File: src/common/crcag_map.svh
`ifndef CRCAG_MAP_SVH
`define CRCAG_MAP_SVH

// ****************************************************************
// Field positions and reset values
// ****************************************************************
`define CRCAG_EN_BIT       0
`define CRCAG_ADDR_RST     16'h0000
`define CRCAG_SEG_RST      4'h0
`define CRCAG_CRC_INIT     16'hFFFF
`define CRCAG_CRC_POLY     16'h1021
`define CRCAG_WORD_STEP    16'h0004
`define CRCAG_LOW_ZERO     2'h0

`endif

File: src/common/crcag_pkg.sv
package crcag_pkg;

   // ****************************************************************
   // Automatic walk states
   // ****************************************************************
   typedef enum logic [2:0]
   {
      CRCAG_IDLE  = 3'b001,
      CRCAG_FETCH = 3'b010,
      CRCAG_WAIT  = 3'b100
   } crcag_state_t;

endpackage

File: src/hw/crcag_fold.sv
`timescale 1ns/1ns
`include "crcag_map.svh"

// Folds DATA_W bits into a 16-bit CRC, MSB first, one stage per bit
module crcag_fold #(
   parameter int          DATA_W = 16,
   parameter logic [15:0] POLY   = `CRCAG_CRC_POLY
)(
   // Running value and data
   input  wire logic [15:0]       crc_in,
   input  wire logic [DATA_W-1:0] data_in,
   // Folded value
   output logic      [15:0]       crc_out
);
   logic [15:0] chain [0:DATA_W];

   assign chain[0] = crc_in;

   for (genvar i = 0; i < DATA_W; i++)
   begin : g_bit
      logic fb;
      assign fb = chain[i][15] ^ data_in[DATA_W-1-i];
      assign chain[i+1] = {chain[i][14:0], 1'b0} ^ (fb ? POLY : 16'h0000);
   end

   assign crc_out = chain[DATA_W];
endmodule

File: src/hw/crcag_core.sv
`timescale 1ns/1ns
`include "crcag_map.svh"

// Functional notes
// - Start address write ignored while automatic enable is set.
// - End address write ignored while automatic enable is set.
// - Start segment write ignored while automatic enable is set.
// - Data input write ignored while automatic enable is set.
// - Result write ignored while automatic enable is set.
// - Automatic walk reads memory in whole four-byte words.
// - Address bits 1 and 0 discarded on write, zero in use.
// - Automatic walk continues or restarts while the processor is halted.
module crcag_core #(
   parameter int ADDR_W = 16,
   parameter int SEG_W  = 4
)(
   // Clock and reset
   input  wire logic              CLOCK,
   input  wire logic              SYS_RST,
   // Software writes
   input  wire logic [15:0]       WDATA,
   input  wire logic              SAD_WE,
   input  wire logic              EAD_WE,
   input  wire logic              SSEG_WE,
   input  wire logic              DATA_WE,
   input  wire logic              RES_WE,
   input  wire logic              MODE_WE,
   // Processor state
   input  wire logic              HALT_REQUEST_BIT,
   // Program memory read port
   output logic                   MEM_RD_REQ,
   output logic [SEG_W+ADDR_W-1:0] MEM_ADDR,
   input  wire logic              MEM_RD_VALID,
   input  wire logic [31:0]       MEM_RDATA,
   // Readback and status
   output logic [ADDR_W-1:0]      AUTO_START_ADDRESS,
   output logic [ADDR_W-1:0]      AUTO_END_ADDRESS,
   output logic [SEG_W-1:0]       AUTO_START_SEGMENT,
   output logic [15:0]            CRC_RESULT_VALUE,
   output logic                   AUTO_CALC_ENABLE,
   output logic                   AUTO_DONE
);
   import crcag_pkg::*;

   // ****************************************************************
   // Internal state
   // ****************************************************************
   crcag_state_t      state_reg;
   logic [ADDR_W-1:0] start_reg;
   logic [ADDR_W-1:0] end_reg;
   logic [SEG_W-1:0]  seg_reg;
   logic [ADDR_W-1:0] cur_reg;
   logic [15:0]       res_reg;
   logic              en_reg;
   logic              done_reg;
   logic              req_reg;
   logic [15:0]       fold16;
   logic [15:0]       fold32;
   logic              last_word;
   logic              word_in;
   logic              en_set;

   assign word_in   = (state_reg == CRCAG_WAIT) && MEM_RD_VALID;
   assign last_word = (cur_reg == end_reg);
   assign en_set    = MODE_WE && WDATA[`CRCAG_EN_BIT];

   crcag_fold #(.DATA_W(16)) u_fold_manual
   (
      .crc_in  (res_reg),
      .data_in (WDATA),
      .crc_out (fold16)
   );

   crcag_fold #(.DATA_W(32)) u_fold_auto
   (
      .crc_in  (res_reg),
      .data_in (MEM_RDATA),
      .crc_out (fold32)
   );

   // ****************************************************************
   // Address and segment setup
   // ****************************************************************
   always_ff @(posedge CLOCK or posedge SYS_RST)
   begin
      if (SYS_RST)
      begin
         start_reg <= `CRCAG_ADDR_RST;
         end_reg   <= `CRCAG_ADDR_RST;
         seg_reg   <= `CRCAG_SEG_RST;
      end
      else
      begin
         if (SAD_WE && !en_reg)
            start_reg <= {WDATA[ADDR_W-1:2], `CRCAG_LOW_ZERO};
         if (EAD_WE && !en_reg)
            end_reg <= {WDATA[ADDR_W-1:2], `CRCAG_LOW_ZERO};
         if (SSEG_WE && !en_reg)
            seg_reg <= WDATA[SEG_W-1:0];
      end
   end

   // ****************************************************************
   // Enable and completion
   // ****************************************************************
   // A software write in the same cycle as the end of the walk wins for the enable,
   // so a fresh enable is never lost; the end of the walk still sets done.
   always_ff @(posedge CLOCK or posedge SYS_RST)
   begin
      if (SYS_RST)
      begin
         en_reg   <= 1'b0;
         done_reg <= 1'b0;
      end
      else
      begin
         if (MODE_WE)
            en_reg <= WDATA[`CRCAG_EN_BIT];
         else if (word_in && last_word)
            en_reg <= 1'b0;
         if (word_in && last_word)
            done_reg <= 1'b1;
         else if (en_set)
            done_reg <= 1'b0;
      end
   end

   // ****************************************************************
   // Automatic walk
   // ****************************************************************
   // The walk pauses between words when the halt drops, keeping its
   // place; a new enable restarts it from the start address.
   always_ff @(posedge CLOCK or posedge SYS_RST)
   begin
      if (SYS_RST)
      begin
         state_reg <= CRCAG_IDLE;
         cur_reg   <= `CRCAG_ADDR_RST;
         req_reg   <= 1'b0;
      end
      else
      begin
         req_reg <= 1'b0;
         if (en_set && !en_reg)
            cur_reg <= start_reg;
         case (state_reg)
            CRCAG_IDLE:
            begin
               if (en_reg && HALT_REQUEST_BIT && !MODE_WE)
               begin
                  req_reg   <= 1'b1;
                  state_reg <= CRCAG_FETCH;
               end
            end
            CRCAG_FETCH:
               state_reg <= CRCAG_WAIT;
            CRCAG_WAIT:
            begin
               if (MEM_RD_VALID)
               begin
                  state_reg <= CRCAG_IDLE;
                  if (!last_word)
                     cur_reg <= ADDR_W'(cur_reg + `CRCAG_WORD_STEP);
               end
            end
            default:
               state_reg <= CRCAG_IDLE;
         endcase
      end
   end

   // ****************************************************************
   // Running CRC
   // ****************************************************************
   always_ff @(posedge CLOCK or posedge SYS_RST)
   begin
      if (SYS_RST)
         res_reg <= `CRCAG_CRC_INIT;
      else if (word_in)
         res_reg <= fold32;
      else if (RES_WE && !en_reg)
         res_reg <= WDATA;
      else if (DATA_WE && !en_reg)
         res_reg <= fold16;
   end

   assign MEM_RD_REQ         = req_reg;
   assign MEM_ADDR           = {seg_reg, cur_reg};
   assign AUTO_START_ADDRESS = start_reg;
   assign AUTO_END_ADDRESS   = end_reg;
   assign AUTO_START_SEGMENT = seg_reg;
   assign CRC_RESULT_VALUE   = res_reg;
   assign AUTO_CALC_ENABLE   = en_reg;
   assign AUTO_DONE          = done_reg;
endmodule

File: config.mk
export PLATFORM = sky130hd
export DESIGN_NAME = crcag_core
export DESIGN_NICKNAME = d
export VERILOG_FILES = /design/src/common/crcag_pkg.sv /design/src/hw/crcag_fold.sv /design/src/hw/crcag_core.sv
export VERILOG_INCLUDE_DIRS = /design/src /design/src/common
export SDC_FILE = /design/constraint.sdc
export NUM_CORES = 1
export LEC_CHECK = 0
export ABC_CLOCK_PERIOD_IN_PS = 7500
export CORE_ASPECT_RATIO = 1.1
export CORE_MARGIN = 5
export CORE_UTILIZATION = 50
export CTS_CLUSTER_DIAMETER = 150
export DETAILED_ROUTE_END_ITERATION = 8
export DONT_BUFFER_PORTS = 1
export PLACE_DENSITY = 0.65
export SLEW_MARGIN = 10
export SYNTH_ARGS = -nofsm -noshare
export SYNTH_HDL_FRONTEND = slang
export SYNTH_HIERARCHICAL = 1
export SYNTH_SLANG_ARGS = --single-unit
File: constraint.sdc
create_clock -name CLOCK -period 7.5 [get_ports CLOCK]
set_clock_uncertainty 0.1 [all_clocks]
set_input_delay 1.5 -clock CLOCK [delete_from_list [all_inputs] [get_ports CLOCK]]
set_output_delay 1.5 -clock CLOCK [all_outputs]
set_load 0.1 [all_outputs]
==> results.json, run 1 <==
{
  "outcome": "complete, no violations",
  "drv_cap": 0,
  "slew_viol_final": 0,
  "synth-simple-area-share": 0.102,
  "min_path_type": "flop to flop",
  "port_buffers": 0,
  "synth_mux_area_frac": 0.115,
  "ys_seq_area_frac": 0.332,
  "h-tree-depth": 3,
  "register_area_sq_mm": 0.00178,
  "layout.nets": 532,
  "first_pass_iters": 4,
  "drc_errors": 0,
  "syn-instance-count": 489,
  "rsz0062_at_grt": "false",
  "hold_depth": 1,
  "cts_tree": "done",
  "postSynthAreaPerCell_sq_um": 10.9,
  "place.gp.congestion": 0.834,
  "setup-violations-final": 0,
  "worst_setup_path_start_kind": "flop",
  "r2r_cells": 6,
  "die_area_sq_mm": 0.0128,
  "postRouteAntennaNets": 0,
  "grt_max_degree": 71,
  "grt_pass1_vias": 3550,
  "synth_ff_type": "dfrtp_1",
  "netlist_area_sq_mm": 0.00534,
  "clock_path_buffers": 2,
  "insertion_delay_ns": 0.33,
  "synth_warnings": 6,
  "numCtsBuffers": 9,
  "clockRootBuffer": "clkbuf_16",
  "post_drt_via_cell_ratio": 5.54,
  "cts_sinks": 70,
  "multi_input_area_sq_mm": 0.00332,
  "track_usage": 0.206,
  "diodes": 0,
  "clk_pin_slew_worst_paths_ns": 0.06,
  "synthXorXnorAreaFrac": 0.330,
  "grt_use_met1": 0.268,
  "yosys.area_share.adder": 0.00234,
  "postCtsHoldBufs": 0,
  "worst_pin_slew_ns": 1.12,
  "grt_util_met3": 0.0654,
  "timing.fmax_mhz": 279,
  "cts_setup_buffers": 0,
  "setup-tns-final_ns": 0,
  "rows": 39,
  "wl_um": 13100,
  "crit_type": "flop to flop",
  "layout_min_cycle_time_ns": 3.58,
  "routedWlPerCell_um": 21.1,
  "first_iter_violations": 164,
  "core_area_sq_mm": 0.0104,
  "grt_pass1_wl_um": 20400,
  "ff2ff_setup_slack_ns": 3.92,
  "io_pins": 133,
  "critPathRequiredTime_ns": 7.61,
  "die_w_um": 109,
  "relSlewSlack": 0.252,
  "endpoint_kind": "flop",
  "ctsResizeCount": 0,
  "initial_core_util": 0.511,
  "min_from": "state_reg[1]",
  "cp_max_fo": 32,
  "cp.arrival_ns": 3.69,
  "r2r-start": "cur_reg[11]",
  "synth-compound-area-share": 0.0703,
  "vias": 3438,
  "synth_edf_count": 0,
  "r2r-end": "cur_reg[12]",
  "min_to": "MEM_RD_REQ",
  "dpl.hpwl_um": 10200,
  "syn_to_final_growth_pct": 6.87,
  "met2_usage": 0.340,
  "grt.busiest_layer": "met2",
  "antenna_found_initial": 0,
  "synth_cell_types": 51,
  "async_flop_share": 1.00,
  "ys_ff_latch": 70,
  "synth_top_family_by_area": "XOR/XNOR gates",
  "hold_viol": 0,
  "drive_gt1_frac": 0.215,
  "fill_cells": 937,
  "die_h_um": 118,
  "layout_worst_path_cycle_share": 0.478,
  "grt_overflow_total": 0
}
how the worst max path moves through the flow:
stage	from	to	slack, ns	depth (start not counted)
floorplan	MEM_RDATA[20]	CRC_RESULT_VALUE[6]	3.79	8
global placement	MEM_RDATA[31]	CRC_RESULT_VALUE[6]	3.65	8
detailed placement	MEM_RDATA[31]	CRC_RESULT_VALUE[6]	3.57	8
CTS	cur_reg[11]	cur_reg[4]	3.87	6
global route	cur_reg[2]	cur_reg[12]	3.76	6
finish	cur_reg[11]	cur_reg[12]	3.92	6
metal layers:
layer | routed length [um] | up-vias
met1 | 5510 | 1714
met5 | 0 | -
met4 | 152 | 0
met2 | 6480 | 99
li1 | - | 1616
met3 | 967 | 9
area by class of cell:
cell class,count,share of cell area
Clock buffer,11,0.0443
Inverter,4,0.00263
Timing Repair Buffer,7,0.00921
Tap cell,143,0.0314
Multi-Input combinational cell,381,0.583
Sequential cell,70,0.312
Clock inverter,5,0.0182
synth_stat cells (17+ instances only):
cell type	number	area (sq um)
nor2_1	24	90.1
dfrtp_1	53	1330
buf_4	19	143
nand2_1	29	109
mux2_2	34	383
dfstp_2	17	447
o21ai_0	21	105
mux2i_1	23	230
xnor2_1	93	815
a21oi_1	19	95.1
xor2_1	33	289
worst max-delay path, cell delays in order, from the launching register on:
cell	delay, ns
dfrtp_1	1.03
xor2_1	0.16
nor4_2	0.49
nand4_2	0.27
o21ai_4	0.77
mux2_2	0.41
o221a_1	0.22
per-stage QoR:
stage,hold WS [ns],utilization,cell area (sq um),std cells,setup slack [ns]
final,0.432,0.546,5700,621,3.92
after global routing,0.450,0.546,5700,621,3.76
after CTS,0.435,0.546,5700,621,3.87
after detailed placement,0.417,0.512,5350,605,3.57
after global placement,0.408,0.512,5350,605,3.65
after floorplan,0.384,-,5350,492,3.79
placed cells by master, fill, tap and decap left out, types with 17 or more instances in the layout:
| cell type | instances |
|---|---|
| nor2_1 | 24 |
| xnor2_1 | 93 |
| nand2_1 | 29 |
| a21oi_1 | 19 |
| dfrtp_1 | 49 |
| xor2_1 | 33 |
| dfstp_2 | 17 |
| o21ai_0 | 21 |
| mux2i_1 | 23 |
| mux2_2 | 34 |
logic make-up (layout without fill, tap and decap cells):
group                      count (synthesis)  in the layout
other                                      1              4
DFF                                       70             70
muxes                                     57             57
adders and majority gates                  1              1
xor gates and xnor gates                 157            157
AOI/OAI and AO/OA                         57             57
buffers and inverters                     41             27
and+or+nand+nor                          105            105
Power of run 1 is not shown: default switching activity piles up to over one toggle a cycle in this logic, so the estimate is an artifact.
==> run 2, diff against run 1 <==
- ABC_AREA: default -> 1
- ABC_CLOCK_PERIOD_IN_PS: 7500 -> 3200
- PLACE_DENSITY: 0.65 -> 0.68
- clock period: 7.5 -> 3.2 ns (I/O delays scaled with it)
==> run 2 against run 1 <==
Cell count rose by 85%. Flip-flop and latch count did not move. Worst setup slack got worse by 3.6 ns. Worst hold slack got worse by 0.28 ns. Clock-buffer cell count rose by 2. Sequential share of layout area fell by 5.9 points. Synthesized area rose by 19%. Final area rose by 23%. Non-clock buffer count rose by 44. Highest routed layer unchanged.
==> results.json, run 2 <==
{
  "outcome": "complete, no violations",
  "post_drt_via_cell_ratio": 5.20,
  "cp_max_fo": 8,
  "clockRootBuffer": "clkbuf_16",
  "ys_seq_area_frac": 0.278,
  "cts_tree": "done",
  "die_w_um": 118,
  "layout_common_cells": "nand2_1, inv_1, nand3_1",
  "layout_commonest_cell": "nand2_1",
  "worst_setup_path_start_kind": "flop",
  "grt_overflow_total": 0,
  "crit_buf_inv": 3,
  "cp_common_cell": "nand2_1",
  "critPathRequiredTime_ns": 3.36,
  "relSlewSlack": 0.336,
  "rows": 43,
  "clk_pin_slew_worst_paths_ns": 0.06,
  "synth_ff_type": "dfrtp_1",
  "slowest_stage": "dfstp_2",
  "min_path_type": "input port to asynchronous set/reset pin",
  "slew_viol_final": 0,
  "track_usage": 0.236,
  "timing.fmax_mhz": 350,
  "crit_family": "simple AND/OR/NAND/NOR gates",
  "postRouteAntennaNets": 0,
  "vias": 5977,
  "place_area_sq_mm": 0.00673,
  "antenna_found_initial": 0,
  "endpoint_kind": "flop",
  "ys_ff_latch": 70,
  "diodes": 0,
  "postCtsHoldBufs": 0,
  "rsz0062_at_grt": "false",
  "netlist_area_sq_mm": 0.00637,
  "drv_cap": 0,
  "first_iter_violations": 329,
  "synth_warnings": 6,
  "grt_pass1_vias": 5885,
  "final_area_sq_mm": 0.00704,
  "drc_errors": 0,
  "async_flop_share": 1.00,
  "cp.arrival_ns": 3.02,
  "wl_um": 17400,
  "synth_common_cells": "nand2_1, inv_1, nand3_1",
  "first_pass_iters": 6,
  "setup-violations-final": 0,
  "crit_type": "flop to flop",
  "syn-instance-count": 959,
  "insertion_delay_ns": 0.34,
  "die_h_um": 128,
  "initial_core_util": 0.509,
  "synth_cell_types": 42,
  "drive_gt1_frac": 0.189,
  "hold_viol": 0,
  "grt_max_degree": 71,
  "layout.nets": 1047,
  "crit_path_cell_trace": "inv_1 -> nand2_1 -> nand2_1 -> nand2_1 -> nand2_2 -> nand2_1 -> nand2_1 -> nand2_1 -> nand2_1 -> nand2_1 -> nand2_2 -> inv_1 -> nand3_1 -> nand2_2 -> xor2_1 -> inv_1 -> nand2_1 -> nand2_1 -> o211ai_1 -> nand2_1",
  "fill_cells": 1252,
  "numCtsBuffers": 9,
  "postSynthAreaPerCell_sq_um": 6.65,
  "cts_sinks": 70,
  "synth_area_leaders": "dfrtp_1, nand2_1, dfstp_2",
  "synth.top_cell.area_share": 0.208,
  "setup-tns-final_ns": 0,
  "port_buffers": 0,
  "cts_setup_buffers": 0,
  "die_area_sq_mm": 0.0151,
  "ctsResizeCount": 0,
  "routedWlPerCell_um": 15.2,
  "syn_to_final_growth_pct": 10.5,
  "h-tree-depth": 3,
  "io_pins": 133,
  "layout_min_cycle_time_ns": 2.86,
  "dpl.hpwl_um": 14000,
  "synth_edf_count": 0,
  "cpPeakStageDelay_ns": 0.60,
  "layout_worst_path_cycle_share": 0.894,
  "worst_pin_slew_ns": 0.996,
  "clock_path_buffers": 2,
  "core_area_sq_mm": 0.0125,
  "grt_pass1_wl_um": 28900,
  "yosysMostFrequentCell": "nand2_1",
  "place.gp.congestion": 0.936,
  "yosysTopAreaCell": "dfrtp_1"
}
-- run 2: changes by cell type after synthesis, moves of 23 or more --
cell	delta
nand2_2	+51
mux2i_1	-23
nand2_1	+293
o21ai_0	+41
xnor2_1	-61
mux2_2	-34
inv_1	+103
nand3_1	+73
nor2_1	+23
-- run 2: worst paths after layout --
| check | slack, ns | to | startpoint | cells after the start |
|---|---|---|---|---|
| worst max-delay path | 0.34 | CRC_RESULT_VALUE[13] | CRC_RESULT_VALUE[15] | 20 |
| worst min-delay path | 0.15 | cur_reg[6] | SYS_RST | 2 |
| worst max register to register | 0.34 | CRC_RESULT_VALUE[13] | CRC_RESULT_VALUE[15] | 20 |
| worst min register to register | 0.40 | AUTO_END_ADDRESS[8] | AUTO_END_ADDRESS[8] | 2 |
| max in group asynchronous | 2.48 | CRC_RESULT_VALUE[7] | SYS_RST | 2 |
| min in group CLOCK | 0.31 | state_reg[2] | MEM_RD_VALID | 1 |
-- run 2: metal layers --
metal	global-route usage	vias to the layer above	share of wire
li1	-	3032	-
met1	0.267	2720	0.39
met2	0.415	181	0.50
met3	0.0558	44	0.067
met4	0.121	0	0.043
met5	0	-	0
-- run 2: cells by family (layout without fill, tap and decap cells) --
group,count (synthesis),after routing,synth area share
other,1,4,0.000588
DFF,70,70,0.278
buffers and inverters,153,184,0.110
and+or+nand+nor,546,546,0.398
AOI/OAI and AO/OA,107,107,0.0938
xor gates and xnor gates,81,81,0.117
adders and majority gates,1,1,0.00196
-- run 2: metrics by stage --
stage | std cells | hold slack, ns | setup slack, ns | util
after global routing | 1150 | 0.187 | 0.0131 | 0.562
final | 1150 | 0.153 | 0.340 | 0.562
after detailed placement | 1134 | 0.386 | 0.304 | 0.536
after CTS | 1150 | 0.179 | 0.353 | 0.562
after floorplan | 962 | 0.445 | 0.278 | -
after global placement | 1134 | 0.376 | 0.300 | 0.536
-- run 2: final cells by class --
class | instances | area [sq um] | area share
sequential | 70 | 1780 | 0.252
clock buffer | 13 | 250 | 0.0355
multi-input combinational | 739 | 3910 | 0.555
timing repair buffer | 51 | 395 | 0.0561
clock inverter | 3 | 67.6 | 0.00959
inverter | 117 | 444 | 0.0631
tap | 157 | 196 | 0.0279
-- run 2: worst register-to-register path, cell delays in order, from the launching register on --
cell and delay [ns]:
dfstp_2 0.60, inv_1 0.07, nand2_1 0.06, nand2_1 0.09, nand2_1 0.20, nand2_2 0.13, nand2_1 0.08, nand2_1 0.06
nand2_1 0.07, nand2_1 0.12, nand2_1 0.10, nand2_2 0.09, inv_1 0.10, nand3_1 0.10, nand2_2 0.11, xor2_1 0.29
inv_1 0.07, nand2_1 0.07, nand2_1 0.04, o211ai_1 0.16, nand2_1 0.07
Power of run 2 is left out for the same reason.
==> run 3, diff against run 2 <==
- GPL_TIMING_DRIVEN: default -> 0
- SLEW_MARGIN: 10 -> 25
==> run 3 against run 2 <==
Flip-flop and latch count unchanged. Die area is the same. First-iteration DRC count grew 0.30%. Critical path depth decreased by 4. Fmax shrank 4.9%. Worst setup slack got worse by 0.15 ns. Worst hold slack lost 0.081 ns. Register-to-register slack got worse by 0.15 ns. Global-route usage down 0.20 points. Largest cell class unchanged.
==> results.json, run 3 (synthesis results as in run 2) <==
{
  "drc_errors": 0,
  "setup_slack_ns": 0.193,
  "core_area_sq_mm": 0.0125,
  "cp_max_fo": 6,
  "antenna_found_initial": 0,
  "first_iter_violations": 330,
  "clk_pin_slew_worst_paths_ns": 0.06,
  "die_w_um": 118,
  "crit_buf_inv": 0,
  "place.gp.congestion": 0.956,
  "syn_to_final_growth_pct": 10.9,
  "numCtsBuffers": 9,
  "track_usage": 0.234,
  "crit_type": "flop to flop",
  "cts_sinks": 70,
  "rows": 43,
  "timing.fmax_mhz": 333,
  "hold_viol": 0,
  "placedCellCount": 1120,
  "outcome": "complete, no violations",
  "critPathRequiredTime_ns": 3.37,
  "postCtsHoldBufs": 0,
  "drv_cap": 0,
  "setup-violations-final": 0,
  "diodes": 0,
  "min_path_type": "input port to asynchronous set/reset pin",
  "slowest_stage": "dfstp_2",
  "grt_pass1_vias": 5583,
  "relSlewSlack": 0.277,
  "post_drt_via_cell_ratio": 5.20,
  "die_h_um": 128,
  "first_pass_iters": 5,
  "cts_tree": "done",
  "slew_viol_final": 0,
  "final_area_sq_mm": 0.00707,
  "cp.arrival_ns": 3.17,
  "wl_um": 17900,
  "insertion_delay_ns": 0.34,
  "layout_common_cells": "nand2_1, inv_1, nand3_1",
  "endpoint_kind": "flop",
  "stdcell_count": 1141,
  "vias": 5933,
  "clock_path_buffers": 2,
  "dpl.hpwl_um": 14600,
  "layout_min_cycle_time_ns": 3.01,
  "setup-tns-final_ns": 0,
  "fill_cells": 1279,
  "layout.nets": 1038,
  "clockRootBuffer": "clkbuf_16",
  "grt_pass1_wl_um": 28300,
  "worst_pin_slew_ns": 1.08,
  "layout_worst_path_cycle_share": 0.940,
  "cpPeakStageDelay_ns": 0.92,
  "crit_family": "simple AND/OR/NAND/NOR gates",
  "routedWlPerCell_um": 15.7,
  "io_pins": 133,
  "place_area_sq_mm": 0.00661,
  "postRouteAntennaNets": 0,
  "layout_commonest_cell": "nand2_1",
  "drive_gt1_frac": 0.187,
  "grt_overflow_total": 0,
  "place_ws_ns": -0.389,
  "crit_path_cell_trace": "xnor2_1 -> nand3b_4 -> nand2_2 -> nand2_4 -> nand2_4 -> or2_4 -> nand2_4 -> nand2_4 -> nand2_4 -> nand2_4 -> nand3b_2 -> nand2_2 -> nand2_1 -> nand2_1 -> o211ai_1 -> nand2_1",
  "die_area_sq_mm": 0.0151,
  "initial_core_util": 0.509,
  "worst_setup_path_start_kind": "flop",
  "cp_common_cell": "nand2_4",
  "port_buffers": 0,
  "h-tree-depth": 3,
  "grt_max_degree": 40
}
==> run 3: cell count changes in the layout (fill, tap and decap cells not counted), moves of 3 or more <==
cell,delta
buf_4,-25
dfstp_2,-11
dfstp_4,+11
nand2_1,-10
clkbuf_1,+8
nand2_2,+5
nand2_4,+5
nand3_1,-5
dfrtp_1,+4
dfrtp_2,-4
nand3_2,+4
clkinv_2,+3
==> run 3: metal layers <==
layer,vias to the layer above,part of all wire,global-route usage
li1,3023,-,-
met1,2690,0.38,0.251
met2,181,0.52,0.433
met3,39,0.064,0.0536
met4,0,0.036,0.113
met5,-,0,0
==> run 3: timing repair <==
| item | 4_1_cts | 5_1_grt |
|---|---|---|
| gates resized for setup | 11 | 28 |
| endpoints found under the setup margin | 13 | 13 |
| setup buffers | 1 | 4 |
| pin swaps | 1 | 7 |
==> run 3: worst reg2reg max path, delay by kind of cell, from the launching register on <==
kind	cells	cell delay (ns)
compound gates	1	0.21
xor+xnor	1	0.27
flops	1	0.92
simple gates	14	1.44
==> run 3: path summary, 6_finish.rpt <==
path | startpoint | endpoint | slack, ns | cells after the start
min reg2reg | state_reg[0] | state_reg[1] | 0.51 | 2
min in group CLOCK | MEM_RD_VALID | state_reg[2] | 0.31 | 1
max reg2reg | CRC_RESULT_VALUE[6] | CRC_RESULT_VALUE[7] | 0.19 | 16
min | SYS_RST | cur_reg[6] | 0.07 | 1
max | CRC_RESULT_VALUE[6] | CRC_RESULT_VALUE[7] | 0.19 | 16
max in group asynchronous | SYS_RST | CRC_RESULT_VALUE[2] | 2.31 | 2
==> run 3: final cells by class <==
cell class	instances	area (sq um)	share of cell area
Inverter	117	447	0.0632
Tap cell	157	196	0.0278
Clock buffer	12	246	0.0349
Buffer	36	258	0.0365
Timing Repair Buffer	6	57.6	0.00814
Multi-Input combinational cell	739	4030	0.570
Clock inverter	4	22.5	0.00319
Sequential cell	70	1810	0.257
==> run 3: metrics by stage <==
stage | util | hold WS, ns
floorplan | - | 0.445
global placement | 0.525 | 0.486
detailed placement | 0.527 | 0.444
CTS | 0.553 | 0.0794
global route | 0.564 | 0.0918
finish | 0.564 | 0.0725
Power of run 3 is left out for the same reason.
